File: src/pkg/dsp_pkg.sv
// package of constants and carrier types for the dual serial port block
package dsp_pkg;

	// ----------------------------------------------------------------
	// clock and timing
	// ----------------------------------------------------------------
	localparam int unsigned CLK_HZ          = 25000000;
	localparam int unsigned DEF_BAUD        = 4800;
	localparam int unsigned DEF_BAUD_DIV    = CLK_HZ / DEF_BAUD;
	localparam int unsigned OVS             = 16;
	localparam logic [15:0] DEF_OVS_DIV     = 16'(CLK_HZ / (DEF_BAUD * OVS));
	localparam int unsigned DRV_EN_DLY_NS   = 1000;
	localparam logic [7:0]  DRV_EN_DLY_CYC  = 8'((DRV_EN_DLY_NS * 25 + 999) / 1000);

	// ----------------------------------------------------------------
	// data path
	// ----------------------------------------------------------------
	localparam int unsigned FIFO_DEPTH      = 32;
	localparam int unsigned FIFO_AW         = 5;
	localparam logic [5:0]  NEAR_FULL_LVL   = 6'd24;
	localparam logic [5:0]  RESUME_LVL      = 6'd8;
	localparam logic [7:0]  CODE_STOP       = 8'h13;
	localparam logic [7:0]  CODE_RESUME     = 8'h11;

	// ----------------------------------------------------------------
	// line characteristic switch fields (per port bank of eight)
	// ----------------------------------------------------------------
	localparam int unsigned SW_BAUD_LSB     = 0;
	localparam int unsigned SW_DBITS_BIT    = 4;
	localparam int unsigned SW_PAR_LSB      = 5;
	localparam int unsigned SW_STOP_BIT     = 7;
	localparam logic [7:0]  LINE_SW_DEFAULT = 8'hab; // 4800 baud, 7 bits, no parity, 2 stop

	// ----------------------------------------------------------------
	// flow switch bank fields: even port low half, odd port high half
	// ----------------------------------------------------------------
	localparam int unsigned FSW_EN_BIT      = 0;
	localparam int unsigned FSW_POL_BIT     = 1;
	localparam int unsigned FSW_PORT_STRIDE = 4;
	localparam logic [7:0]  FLOW_SW_DEFAULT = 8'h00;

	typedef enum logic [1:0] {
		DSP_IF_SINGLE,
		DSP_IF_DIFF,
		DSP_IF_LOOP
	} dsp_if_e;

	// line setting as used by one port
	typedef struct packed {
		logic [15:0] ovs_div;
		logic        eight_bits;
		logic        par_en;
		logic        par_odd;
		logic        two_stop;
	} dsp_line_s;

	// modem control pins of one port
	typedef struct packed {
		logic cts;
		logic sec_detect;
	} dsp_modem_in_s;

	// divider per baud code 0..15, 16x oversample
	function automatic logic [15:0] dsp_baud_div(input logic [3:0] code);
		int unsigned b;
		case (code)
			4'h0: b = 75;
			4'h1: b = 110;
			4'h2: b = 134;
			4'h3: b = 150;
			4'h4: b = 300;
			4'h5: b = 600;
			4'h6: b = 1200;
			4'h7: b = 1800;
			4'h8: b = 2000;
			4'h9: b = 2400;
			4'ha: b = 3600;
			4'hb: b = 4800;
			4'hc: b = 7200;
			4'hd: b = 9600;
			default: b = 19200;
		endcase
		return 16'(CLK_HZ / (b * OVS));
	endfunction

endpackage

File: src/design/dsp_fifo.sv
// synchronous valid/ready fifo with flip-flop storage
`timescale 1ns/1ps
module dsp_fifo #(
	parameter int unsigned WIDTH = 8,
	parameter int unsigned DEPTH = 32,
	parameter int unsigned AW    = 5
) (
	input  wire logic             mclk,
	input  wire logic             srst,
	input  wire logic [WIDTH-1:0] in_data,
	input  wire logic             in_valid,
	output logic                  in_ready,
	output logic      [WIDTH-1:0] out_data,
	output logic                  out_valid,
	input  wire logic             out_ready,
	output logic      [AW:0]      level
);
	logic [WIDTH-1:0] mem_reg [DEPTH];
	logic [AW-1:0]    wr_ptr_reg;
	logic [AW-1:0]    rd_ptr_reg;
	logic [AW:0]      cnt_reg;
	logic             push;
	logic             pop;

	assign in_ready  = (cnt_reg != AW'(0) + (AW+1)'(DEPTH));
	assign out_valid = (cnt_reg != '0);
	assign push      = in_valid && in_ready;
	assign pop       = out_valid && out_ready;
	assign out_data  = mem_reg[rd_ptr_reg];
	assign level     = cnt_reg;

	// storage write, no reset needed on data
	always_ff @(posedge mclk) begin
		if (push) begin
			mem_reg[wr_ptr_reg] <= in_data;
		end
	end

	// pointers and occupancy
	always_ff @(posedge mclk) begin
		if (srst) begin
			wr_ptr_reg <= '0;
			rd_ptr_reg <= '0;
			cnt_reg    <= '0;
		end else begin
			if (push) begin
				wr_ptr_reg <= wr_ptr_reg + AW'(1);
			end
			if (pop) begin
				rd_ptr_reg <= rd_ptr_reg + AW'(1);
			end
			cnt_reg <= cnt_reg + (AW+1)'(push) - (AW+1)'(pop);
		end
	end
endmodule

File: src/design/dsp_uart.sv
// one asynchronous serial engine: 16x oversampled receiver and transmitter
`timescale 1ns/1ps
module dsp_uart (
	input  wire logic             mclk,
	input  wire logic             srst,
	input  wire dsp_pkg::dsp_line_s line,
	input  wire logic             rxd,
	output logic                  txd_reg,
	input  wire logic             tx_allow,
	input  wire logic [7:0]       tx_data,
	input  wire logic             tx_valid,
	output logic                  tx_ready,
	output logic [7:0]            rx_data_reg,
	output logic                  rx_strobe_reg
);
	import dsp_pkg::*;

	// ----------------------------------------------------------------
	// oversample tick
	// ----------------------------------------------------------------
	logic [15:0] div_cnt_reg;
	logic        tick;

	assign tick = (div_cnt_reg == 16'h0000);

	// one enable pulse per sixteenth of a bit
	always_ff @(posedge mclk) begin
		if (srst || tick) begin
			div_cnt_reg <= line.ovs_div - 16'h0001;
		end else begin
			div_cnt_reg <= div_cnt_reg - 16'h0001;
		end
	end

	// ----------------------------------------------------------------
	// transmitter
	// ----------------------------------------------------------------
	logic [10:0] tx_sh_reg;
	logic [3:0]  tx_bits_reg;
	logic [3:0]  tx_ph_reg;
	logic        tx_busy_reg;
	logic        par_bit;
	logic [3:0]  frame_len;

	assign par_bit   = line.eight_bits ? (^tx_data) ^ line.par_odd
	                                   : (^tx_data[6:0]) ^ line.par_odd;
	assign frame_len = 4'(1 + (line.eight_bits ? 8 : 7) + (line.par_en ? 1 : 0)
	                      + (line.two_stop ? 2 : 1));
	// a frame only starts between characters, so cts drops take effect on the boundary
	assign tx_ready  = !tx_busy_reg && tx_allow;

	always_ff @(posedge mclk) begin
		if (srst) begin
			txd_reg     <= 1'b1;
			tx_busy_reg <= 1'b0;
			tx_sh_reg   <= '1;
			tx_bits_reg <= '0;
			tx_ph_reg   <= '0;
		end else if (tx_valid && tx_ready) begin
			tx_busy_reg <= 1'b1;
			tx_bits_reg <= frame_len;
			tx_ph_reg   <= '0;
			txd_reg     <= 1'b0;
			if (line.eight_bits) begin
				tx_sh_reg <= {1'b1, line.par_en ? par_bit : 1'b1, tx_data, 1'b0};
			end else begin
				tx_sh_reg <= {2'b11, line.par_en ? par_bit : 1'b1, tx_data[6:0], 1'b0};
			end
		end else if (tx_busy_reg && tick) begin
			tx_ph_reg <= tx_ph_reg + 4'h1;
			if (tx_ph_reg == 4'hf) begin
				if (tx_bits_reg == 4'h1) begin
					tx_busy_reg <= 1'b0;
					txd_reg     <= 1'b1;
				end else begin
					tx_sh_reg   <= {1'b1, tx_sh_reg[10:1]};
					txd_reg     <= tx_sh_reg[1];
				end
				tx_bits_reg <= tx_bits_reg - 4'h1;
			end
		end
	end

	// ----------------------------------------------------------------
	// receiver: samples mid-bit, drops frames with a low stop bit
	// ----------------------------------------------------------------
	logic       rx_busy_reg;
	logic [3:0] rx_ph_reg;
	logic [3:0] rx_bits_reg;
	logic [8:0] rx_sh_reg;
	logic [3:0] rx_need;

	assign rx_need = 4'((line.eight_bits ? 8 : 7) + (line.par_en ? 1 : 0) + 1);

	always_ff @(posedge mclk) begin
		if (srst) begin
			rx_busy_reg   <= 1'b0;
			rx_ph_reg     <= '0;
			rx_bits_reg   <= '0;
			rx_sh_reg     <= '0;
			rx_data_reg   <= '0;
			rx_strobe_reg <= 1'b0;
		end else begin
			rx_strobe_reg <= 1'b0;
			if (tick) begin
				if (!rx_busy_reg) begin
					if (!rxd) begin
						rx_busy_reg <= 1'b1;
						rx_ph_reg   <= 4'h1;
						rx_bits_reg <= '0;
					end
				end else begin
					rx_ph_reg <= rx_ph_reg + 4'h1;
					if (rx_ph_reg == 4'h7) begin
						if (rx_bits_reg == 4'h0 && rxd) begin
							rx_busy_reg <= 1'b0;
						end else if (rx_bits_reg == rx_need) begin
							rx_busy_reg   <= 1'b0;
							rx_strobe_reg <= rxd;
							rx_data_reg   <= line.eight_bits ? rx_sh_reg[8:1]
							                 : {1'b0, rx_sh_reg[8:2]};
						end else begin
							rx_bits_reg <= rx_bits_reg + 4'h1;
							if (rx_bits_reg != 4'h0 &&
							    !(line.par_en && rx_bits_reg == rx_need - 4'h1)) begin
								rx_sh_reg <= {rxd, rx_sh_reg[8:1]};
							end
						end
					end
				end
			end
		end
	end
endmodule

File: src/design/dsp_top.sv
// dual buffered serial port with switch sampling and stop/resume flow control
//
// Summary of operation
// buffer both ways; hold off near full
// power-up: sample switches, enable drivers, idle
// switches captured at power-up only; software overrides
// nearly full input sends stop, later resume
// stop code halts sending until resume code
// separate enables for stall input, stall output
// secondary handshake out, polarity from switch
// default 4800 baud, 7N2, flow off
// per-port line interface select
// two ports; address picks port names
// send only while clear-to-send is on
// jumper: cts alone or cts and detect
// reset: txd mark, rts dtr on, handshake off
// stop 13h, resume 11h, never stored; code stores them while stall_output_en is off
`timescale 1ns/1ps
module dsp_top (
	input  wire logic                          mclk,
	input  wire logic                          srst,
	input  wire logic [1:0][7:0]               line_switches,
	input  wire logic [7:0]                    flow_switch_bank,
	input  wire logic [1:0]                    addr_switches,
	input  wire logic [1:0][1:0]               if_select,
	input  wire logic [1:0]                    cts_and_detect_jumper,
	input  wire logic [1:0]                    sw_override,
	input  wire dsp_pkg::dsp_line_s [1:0]      sw_line,
	input  wire logic [1:0]                    stall_input_en,
	input  wire logic [1:0]                    stall_output_en,
	input  wire logic [1:0]                    rxd,
	input  wire dsp_pkg::dsp_modem_in_s [1:0]  modem_in,
	output logic [1:0]                         txd,
	output logic [1:0]                         rts,
	output logic [1:0]                         dtr,
	output logic [1:0]                         secondary_handshake_out,
	output logic [1:0]                         diff_drv_en,
	output logic [1:0][1:0]                    if_active,
	output logic [1:0]                         first_port_name,
	output logic                               ready,
	input  wire logic [1:0][7:0]               host_tx_data,
	input  wire logic [1:0]                    host_tx_valid,
	output logic [1:0]                         host_tx_ready,
	output logic [1:0][7:0]                    host_rx_data,
	output logic [1:0]                         host_rx_valid,
	input  wire logic [1:0]                    host_rx_ready
);
	import dsp_pkg::*;

	// ----------------------------------------------------------------
	// power-up sequencer
	// ----------------------------------------------------------------
	typedef enum logic [1:0] {
		DSP_ST_SAMPLE,
		DSP_ST_DRIVERS,
		DSP_ST_IDLE
	} dsp_state_e;

	dsp_state_e   state_reg;
	logic [7:0]   dly_reg;
	logic [1:0][7:0] line_sw_reg;
	logic [7:0]   flow_sw_reg;

	// capture happens once after reset; later switch moves are ignored
	always_ff @(posedge mclk) begin
		if (srst) begin
			state_reg <= DSP_ST_SAMPLE;
			dly_reg   <= '0;
		end else begin
			unique case (state_reg)
				DSP_ST_SAMPLE: begin
					state_reg <= DSP_ST_DRIVERS;
					dly_reg   <= DRV_EN_DLY_CYC;
				end
				DSP_ST_DRIVERS: begin
					if (dly_reg == 8'h00) begin
						state_reg <= DSP_ST_IDLE;
					end else begin
						dly_reg <= dly_reg - 8'h01;
					end
				end
				DSP_ST_IDLE: begin
					state_reg <= DSP_ST_IDLE;
				end
			endcase
		end
	end

	// switch snapshot, defaults until sampled
	always_ff @(posedge mclk) begin
		if (srst) begin
			line_sw_reg <= {LINE_SW_DEFAULT, LINE_SW_DEFAULT};
			flow_sw_reg <= FLOW_SW_DEFAULT;
		end else if (state_reg == DSP_ST_SAMPLE) begin
			line_sw_reg <= line_switches;
			flow_sw_reg <= flow_switch_bank;
		end
	end

	// port names and readiness
	always_ff @(posedge mclk) begin
		if (srst) begin
			first_port_name <= '0;
			ready           <= 1'b0;
		end else begin
			if (state_reg == DSP_ST_SAMPLE) begin
				first_port_name <= addr_switches;
			end
			ready <= (state_reg == DSP_ST_IDLE);
		end
	end

	// ----------------------------------------------------------------
	// per-port datapath
	// ----------------------------------------------------------------
	genvar p;
	generate
		for (p = 0; p < 2; p++) begin : g_port
			dsp_line_s  line_cur;
			dsp_line_s  line_sw;
			logic [7:0] lsw;
			logic       flow_en;
			logic       flow_pol;
			logic       cts_eff;
			logic       tx_allow;
			logic [7:0] urx_data;
			logic       urx_stb;
			logic       utx_ready;
			logic [7:0] utx_data;
			logic       utx_valid;
			logic       txf_valid;
			logic [7:0] txf_data;
			logic       txf_ready;
			logic [5:0] rx_level;
			logic       rx_in_ready;
			logic       rx_push;
			logic       stopped_reg;
			logic       held_reg;
			logic       send_stop_reg;
			logic       send_resume_reg;
			logic       near_full;
			logic       code_pending;
			logic       txd_w;

			assign lsw      = line_sw_reg[p];
			assign line_sw.ovs_div    = dsp_baud_div(lsw[SW_BAUD_LSB +: 4]);
			assign line_sw.eight_bits = lsw[SW_DBITS_BIT];
			assign line_sw.par_en     = lsw[SW_PAR_LSB + 1];
			assign line_sw.par_odd    = !lsw[SW_PAR_LSB];
			assign line_sw.two_stop   = lsw[SW_STOP_BIT];
			assign line_cur = sw_override[p] ? sw_line[p] : line_sw;
			assign flow_en  = flow_sw_reg[p*FSW_PORT_STRIDE + FSW_EN_BIT];
			assign flow_pol = flow_sw_reg[p*FSW_PORT_STRIDE + FSW_POL_BIT];

			// detect jumper lets a busy signal on the secondary detector gate sending
			assign cts_eff  = modem_in[p].cts &&
			                  (!cts_and_detect_jumper[p] || modem_in[p].sec_detect);
			assign tx_allow = cts_eff && (state_reg == DSP_ST_IDLE);

			// receive buffer: flow codes are consumed, not stored, while stall_output_en is set
			assign rx_push = urx_stb && !(stall_output_en[p] &&
			                 (urx_data == CODE_STOP || urx_data == CODE_RESUME));

			dsp_fifo #(.WIDTH(8), .DEPTH(FIFO_DEPTH), .AW(FIFO_AW)) u_rx_fifo (
				.mclk      (mclk),
				.srst      (srst),
				.in_data   (urx_data),
				.in_valid  (rx_push),
				.in_ready  (rx_in_ready),
				.out_data  (host_rx_data[p]),
				.out_valid (host_rx_valid[p]),
				.out_ready (host_rx_ready[p]),
				.level     (rx_level)
			);

			// transmit buffer: host stalls on in_ready
			dsp_fifo #(.WIDTH(8), .DEPTH(FIFO_DEPTH), .AW(FIFO_AW)) u_tx_fifo (
				.mclk      (mclk),
				.srst      (srst),
				.in_data   (host_tx_data[p]),
				.in_valid  (host_tx_valid[p]),
				.in_ready  (host_tx_ready[p]),
				.out_data  (txf_data),
				.out_valid (txf_valid),
				.out_ready (txf_ready),
				.level     ()
			);

			assign near_full = rx_level >= NEAR_FULL_LVL;

			// stop code from the far end parks data; resume code releases it
			always_ff @(posedge mclk) begin
				if (srst) begin
					stopped_reg <= 1'b0;
				end else if (!stall_output_en[p]) begin
					stopped_reg <= 1'b0;
				end else if (urx_stb && urx_data == CODE_STOP) begin
					stopped_reg <= 1'b1;
				end else if (urx_stb && urx_data == CODE_RESUME) begin
					stopped_reg <= 1'b0;
				end
			end

			// hold-off bookkeeping with hysteresis so codes are not chattered
			always_ff @(posedge mclk) begin
				if (srst) begin
					held_reg        <= 1'b0;
					send_stop_reg   <= 1'b0;
					send_resume_reg <= 1'b0;
				end else begin
					// retire a code the engine takes now; a new request below wins
					if (send_stop_reg && utx_ready && tx_allow) begin
						send_stop_reg <= 1'b0;
					end
					if (send_resume_reg && !send_stop_reg && utx_ready && tx_allow) begin
						send_resume_reg <= 1'b0;
					end
					if (!held_reg && near_full) begin
						held_reg        <= 1'b1;
						send_stop_reg   <= stall_input_en[p];
						send_resume_reg <= 1'b0; // a stale resume must not follow the stop
					end else if (held_reg && rx_level <= RESUME_LVL) begin
						held_reg        <= 1'b0;
						send_resume_reg <= stall_input_en[p];
					end
				end
			end

			// flow codes bypass the stop state, data waits for resume
			assign code_pending = send_stop_reg || send_resume_reg;
			assign utx_data  = send_stop_reg ? CODE_STOP :
			                   send_resume_reg ? CODE_RESUME : txf_data;
			assign utx_valid = code_pending || (txf_valid && !stopped_reg);
			assign txf_ready = utx_ready && !code_pending && !stopped_reg;

			dsp_uart u_uart (
				.mclk          (mclk),
				.srst          (srst),
				.line          (line_cur),
				.rxd           (rxd[p]),
				.txd_reg       (txd_w),
				.tx_allow      (tx_allow),
				.tx_data       (utx_data),
				.tx_valid      (utx_valid),
				.tx_ready      (utx_ready),
				.rx_data_reg   (urx_data),
				.rx_strobe_reg (urx_stb)
			);

			// pin stage: every output from a flop, reset to power-on levels
			always_ff @(posedge mclk) begin
				if (srst) begin
					txd[p]                     <= 1'b1;
					rts[p]                     <= 1'b1;
					dtr[p]                     <= 1'b1;
					secondary_handshake_out[p] <= 1'b0;
					diff_drv_en[p]             <= 1'b0;
					if_active[p]               <= DSP_IF_SINGLE;
				end else begin
					txd[p] <= txd_w;
					rts[p] <= 1'b1;
					dtr[p] <= 1'b1;
					// asserted level means "hold off"; polarity picks the sense
					secondary_handshake_out[p] <= flow_en ? (held_reg ~^ flow_pol)
					                                      : 1'b0;
					diff_drv_en[p] <= (state_reg != DSP_ST_SAMPLE);
					if_active[p]   <= if_select[p];
				end
			end

			// rx_in_ready is not needed: the stop code fires long before full
			logic unused_rx_ready;
			assign unused_rx_ready = rx_in_ready;
		end
	endgenerate
endmodule

File: config.mk
export PLATFORM = sky130hd
export DESIGN_NAME = dsp_top
export DESIGN_NICKNAME = d
export VERILOG_FILES = /design/src/pkg/dsp_pkg.sv /design/src/design/dsp_fifo.sv /design/src/design/dsp_uart.sv /design/src/design/dsp_top.sv
export SDC_FILE = /design/constraint.sdc
export NUM_CORES = 2
export LEC_CHECK = 0
export BUFFER_PORTS_ARGS = -buffer_cell sky130_fd_sc_hd__buf_2
export CORE_MARGIN = 2
export CORE_UTILIZATION = 39
export CTS_BUF_LIST = sky130_fd_sc_hd__clkbuf_4 sky130_fd_sc_hd__clkbuf_8
export DETAILED_ROUTE_END_ITERATION = 8
export PLACE_DENSITY = 0.56
export SLEW_MARGIN = 40
export SYNTH_ARGS = -nofsm -noshare
export SYNTH_HDL_FRONTEND = slang
export SYNTH_SLANG_ARGS = --single-unit
File: constraint.sdc
create_clock -name mclk -period 64.9 [get_ports mclk]
set_input_delay 12.98 -clock mclk [delete_from_list [all_inputs] [get_ports mclk]]
set_output_delay 12.98 -clock mclk [all_outputs]
set_load 0.05 [all_outputs]
==> summary.md <==
| Metric | Value |
|---|---|
| Status | finished clean |
| Startpoint Class | flip-flop |
| Mapped Avg Cell Area | ~10 sq um |
| Crit-path max FO | 17 |
| Final hold violation count | 0 |
| Multi-input logic area | 0.0543 sq mm |
| Die outline height | around 500 microns |
| Slew @ Worst Pin | approximately 0.86 ns |
| Dominant synthesized flop cell | edfxtp_1 |
| Rel. slew slack | 41.2% |
| Crit share post-route | a little over nine tenths |
| Max-cap violation count | 0 |
| FILL cells | around 22000 |
| Yosys Warn Count | 0 |
| Clk_lat worst skew | 0.97 ns |
| Port-buffer cells | 134 |
| Post-synth EDFFs | 1024 |
| Initial antenna violation count | 16 |
| First-pass GRT wire length | around 390 mm |
| Max Fclk | 0.0162 GHz |
| Post-synth ARST share | 0% |
| Setup-failing EPs final | 0 |
| Hold Path Class | flip-flop to flip-flop |
| R2r setup slk | about 3.3 ns |
| CTS tree | done |
| Clock-pin slew on the worst setup and hold paths | 0.06 ns |
| Area Growth Syn to Fin | 16.2% |
| Crit. End Element | flip-flop |
| Crit Path Category | flip-flop to flip-flop |
| Largest cells by area after synthesis | edfxtp_1, ha_1, mux4_2 |
| Routability cong. | a little over 0.9 |
| Critical path's largest stage delay | roughly 0.54 ns |
| Via count | roughly 71000 |
| Synth Register Bits | 1310 |
| Clk root buf | clkbuf_8 |
| Initial drt markers | between 4000 and 5000 |
| Layout cells sized above 1 | 23.1% |
| H-tree depth | 4 |
| Vias in the first global route | 68800 |
| # IOs | ~140 |
| Seq/Total Area, Yosys | 40.2% |
| Die width | a little under 500 microns |
| Detail Route Antenna Nets | 0 |
| Mapped Area | between 0.09 and 0.1 sq mm |
| Remaining Overflow, GRT | 0 |
| Drt drc | 0 |
| CTS buffer count | ~220 |
| Pre-CTS setup slack | -1.17 ns |
| GRT Util Overall | between 20 and 25% |
| Skew final | ~0.13 ns |
| Max Slew Vio Count | 0 |
| Rows | between 150 and 200 |
| Setup ws final | 3.31 ns |
| Post-synthesis cell type count | 148 |
| Largest net degree at the start of global routing | 65 |
| Data arrival, critical path | roughly 62 ns |
| DP HPWL | about 180 mm |
| 1st-pass router iterations | 5 |
| Most numerous cell in the Yosys netlist | edfxtp_1 |
| Vias per cell | roughly 5.6 |
| Top cells by count, synth | edfxtp_1, nor2_1, ha_1 |
| Top cell type's share of synthesized area | between 30% and 40% |
| Post-DP Area | 0.0973 sq mm |
| Cells after Synth | slightly below 9000 |
| Critical Path Slowest Stage Cell | or4_4 |
| Leading area contributor after synthesis | edfxtp_1 |
| Hold_buf cts | 0 |
| Finished Core Util | 45.4% |
| Final Cell Area | 0.105 sq mm |
| Bufs on Longest Clock Path | 3 |
| Tmin final | slightly above 60 ns |
| Die area | 0.236 sq mm |
| FF+latch area | 0.0365 sq mm |
| Hold Startpoint | g_port[1].u_uart.tx_sh_reg[1] |
| Total routed wirelength | 254 mm |
| Routed length per placed instance | just over 20 microns |
| Core ar. | 0.232 sq mm |
| Starting Density | 39.1% |
| CTS Sinks | 1310 |
| Worst Path Required | around 66 ns |
| Fin nets | around 10000 |
| Most common cell on crit path | a21o_1 |
[metal layers]
metal	global-route usage (%)	vias to the layer above	routed length [microns]
li1	-	34200	-
met4	5.51	6	6590
met5	0	-	40
met1	27.4	34600	113000
met2	35.8	1470	124000
met3	2.26	372	9760
[cell type report]
class | instances | area share, %
timing repair buffer | 660 | 4.52
clock inverter | 89 | 0.697
antenna | 5 | 0.0119
clock buffer | 316 | 3.65
inverter | 371 | 1.33
tap | 3043 | 3.61
multi-input combinational | 6725 | 51.5
sequential | 1310 | 34.7
[worst max-delay path: cells and delay by family (launching register included)]
kind	cells	cell delay (ns)
buf+inv	27	3.75
compound gates	186	31.67
mux	7	2.21
xor+xnor	1	0.13
simple gates	93	15.42
flops	1	0.35
fa+ha+maj	27	7.84
[cells by family (layout without fill, tap and decap cells)]
kind of cell    count (synthesis)  in the layout  share of synthesized area [%]
buf+inv                       664           1436                           2.91
flops                        1310           1310                           40.2
simple gates                 2681           2681                           14.4
mux                           620            620                           11.5
other cells                     1              9                        0.00414
xor+xnor                      486            486                           4.70
compound gates               2244           2244                           16.7
fa+ha+maj                     690            690                           9.57
[metrics by stage]
step / instances / TNS [ns] / hold slack (ns)
floorplan: 8699 / 0 / 0.414
global placement: 12000 / -6.75 / 0.452
detailed placement: 12000 / -26.62 / 0.458
CTS: 12400 / 0 / 0.473
global route: 12500 / -9.77 / 0.485
finish: 12500 / 0 / 0.470
[worst paths after layout]
path / endpoint / cells past startpoint
worst max-delay path: g_port[1].u_uart.div_cnt_reg[8] / 341
worst min-delay path: g_port[1].u_uart.tx_sh_reg[1] / 1
worst max register to register: g_port[1].u_uart.div_cnt_reg[8] / 341
worst min register to register: g_port[1].u_uart.tx_sh_reg[1] / 1
[what timing repair did]
item / in CTS / in global routing
gates cloned: 0 / 5
gates resized for setup: 79 / 476
buffers inserted: 11 / 110
setup endpoints to repair: 32 / 32
pin swaps: 14 / 220
[layout by cell type, fill, tap and decap left out, types with 39 or more instances in the layout]
master,instances
nor2_2,90
xnor2_1,319
buf_2,136
mux2i_1,140
nor3_1,180
a21oi_2,78
nand3_1,173
dfxtp_1,265
mux2_2,141
nand2b_1,151
o21ai_1,89
o211ai_1,72
inv_1,362
a21oi_1,472
a31oi_1,59
o21a_1,179
nand2_1,577
xor2_1,164
o21ai_0,342
o31ai_1,89
ha_1,627
and3_1,61
a211oi_1,55
or3_1,65
nor2_1,829
a21o_1,219
mux4_2,320
and2_1,68
clkinv_1,39
nand4_1,65
clkbuf_8,237
o21bai_1,50
buf_4,490
or2_2,44
clkbuf_4,80
edfxtp_1,1024
nor2b_1,85
Power is not shown: default switching activity piles up to over one toggle a cycle in this logic, so the estimate is an artifact.
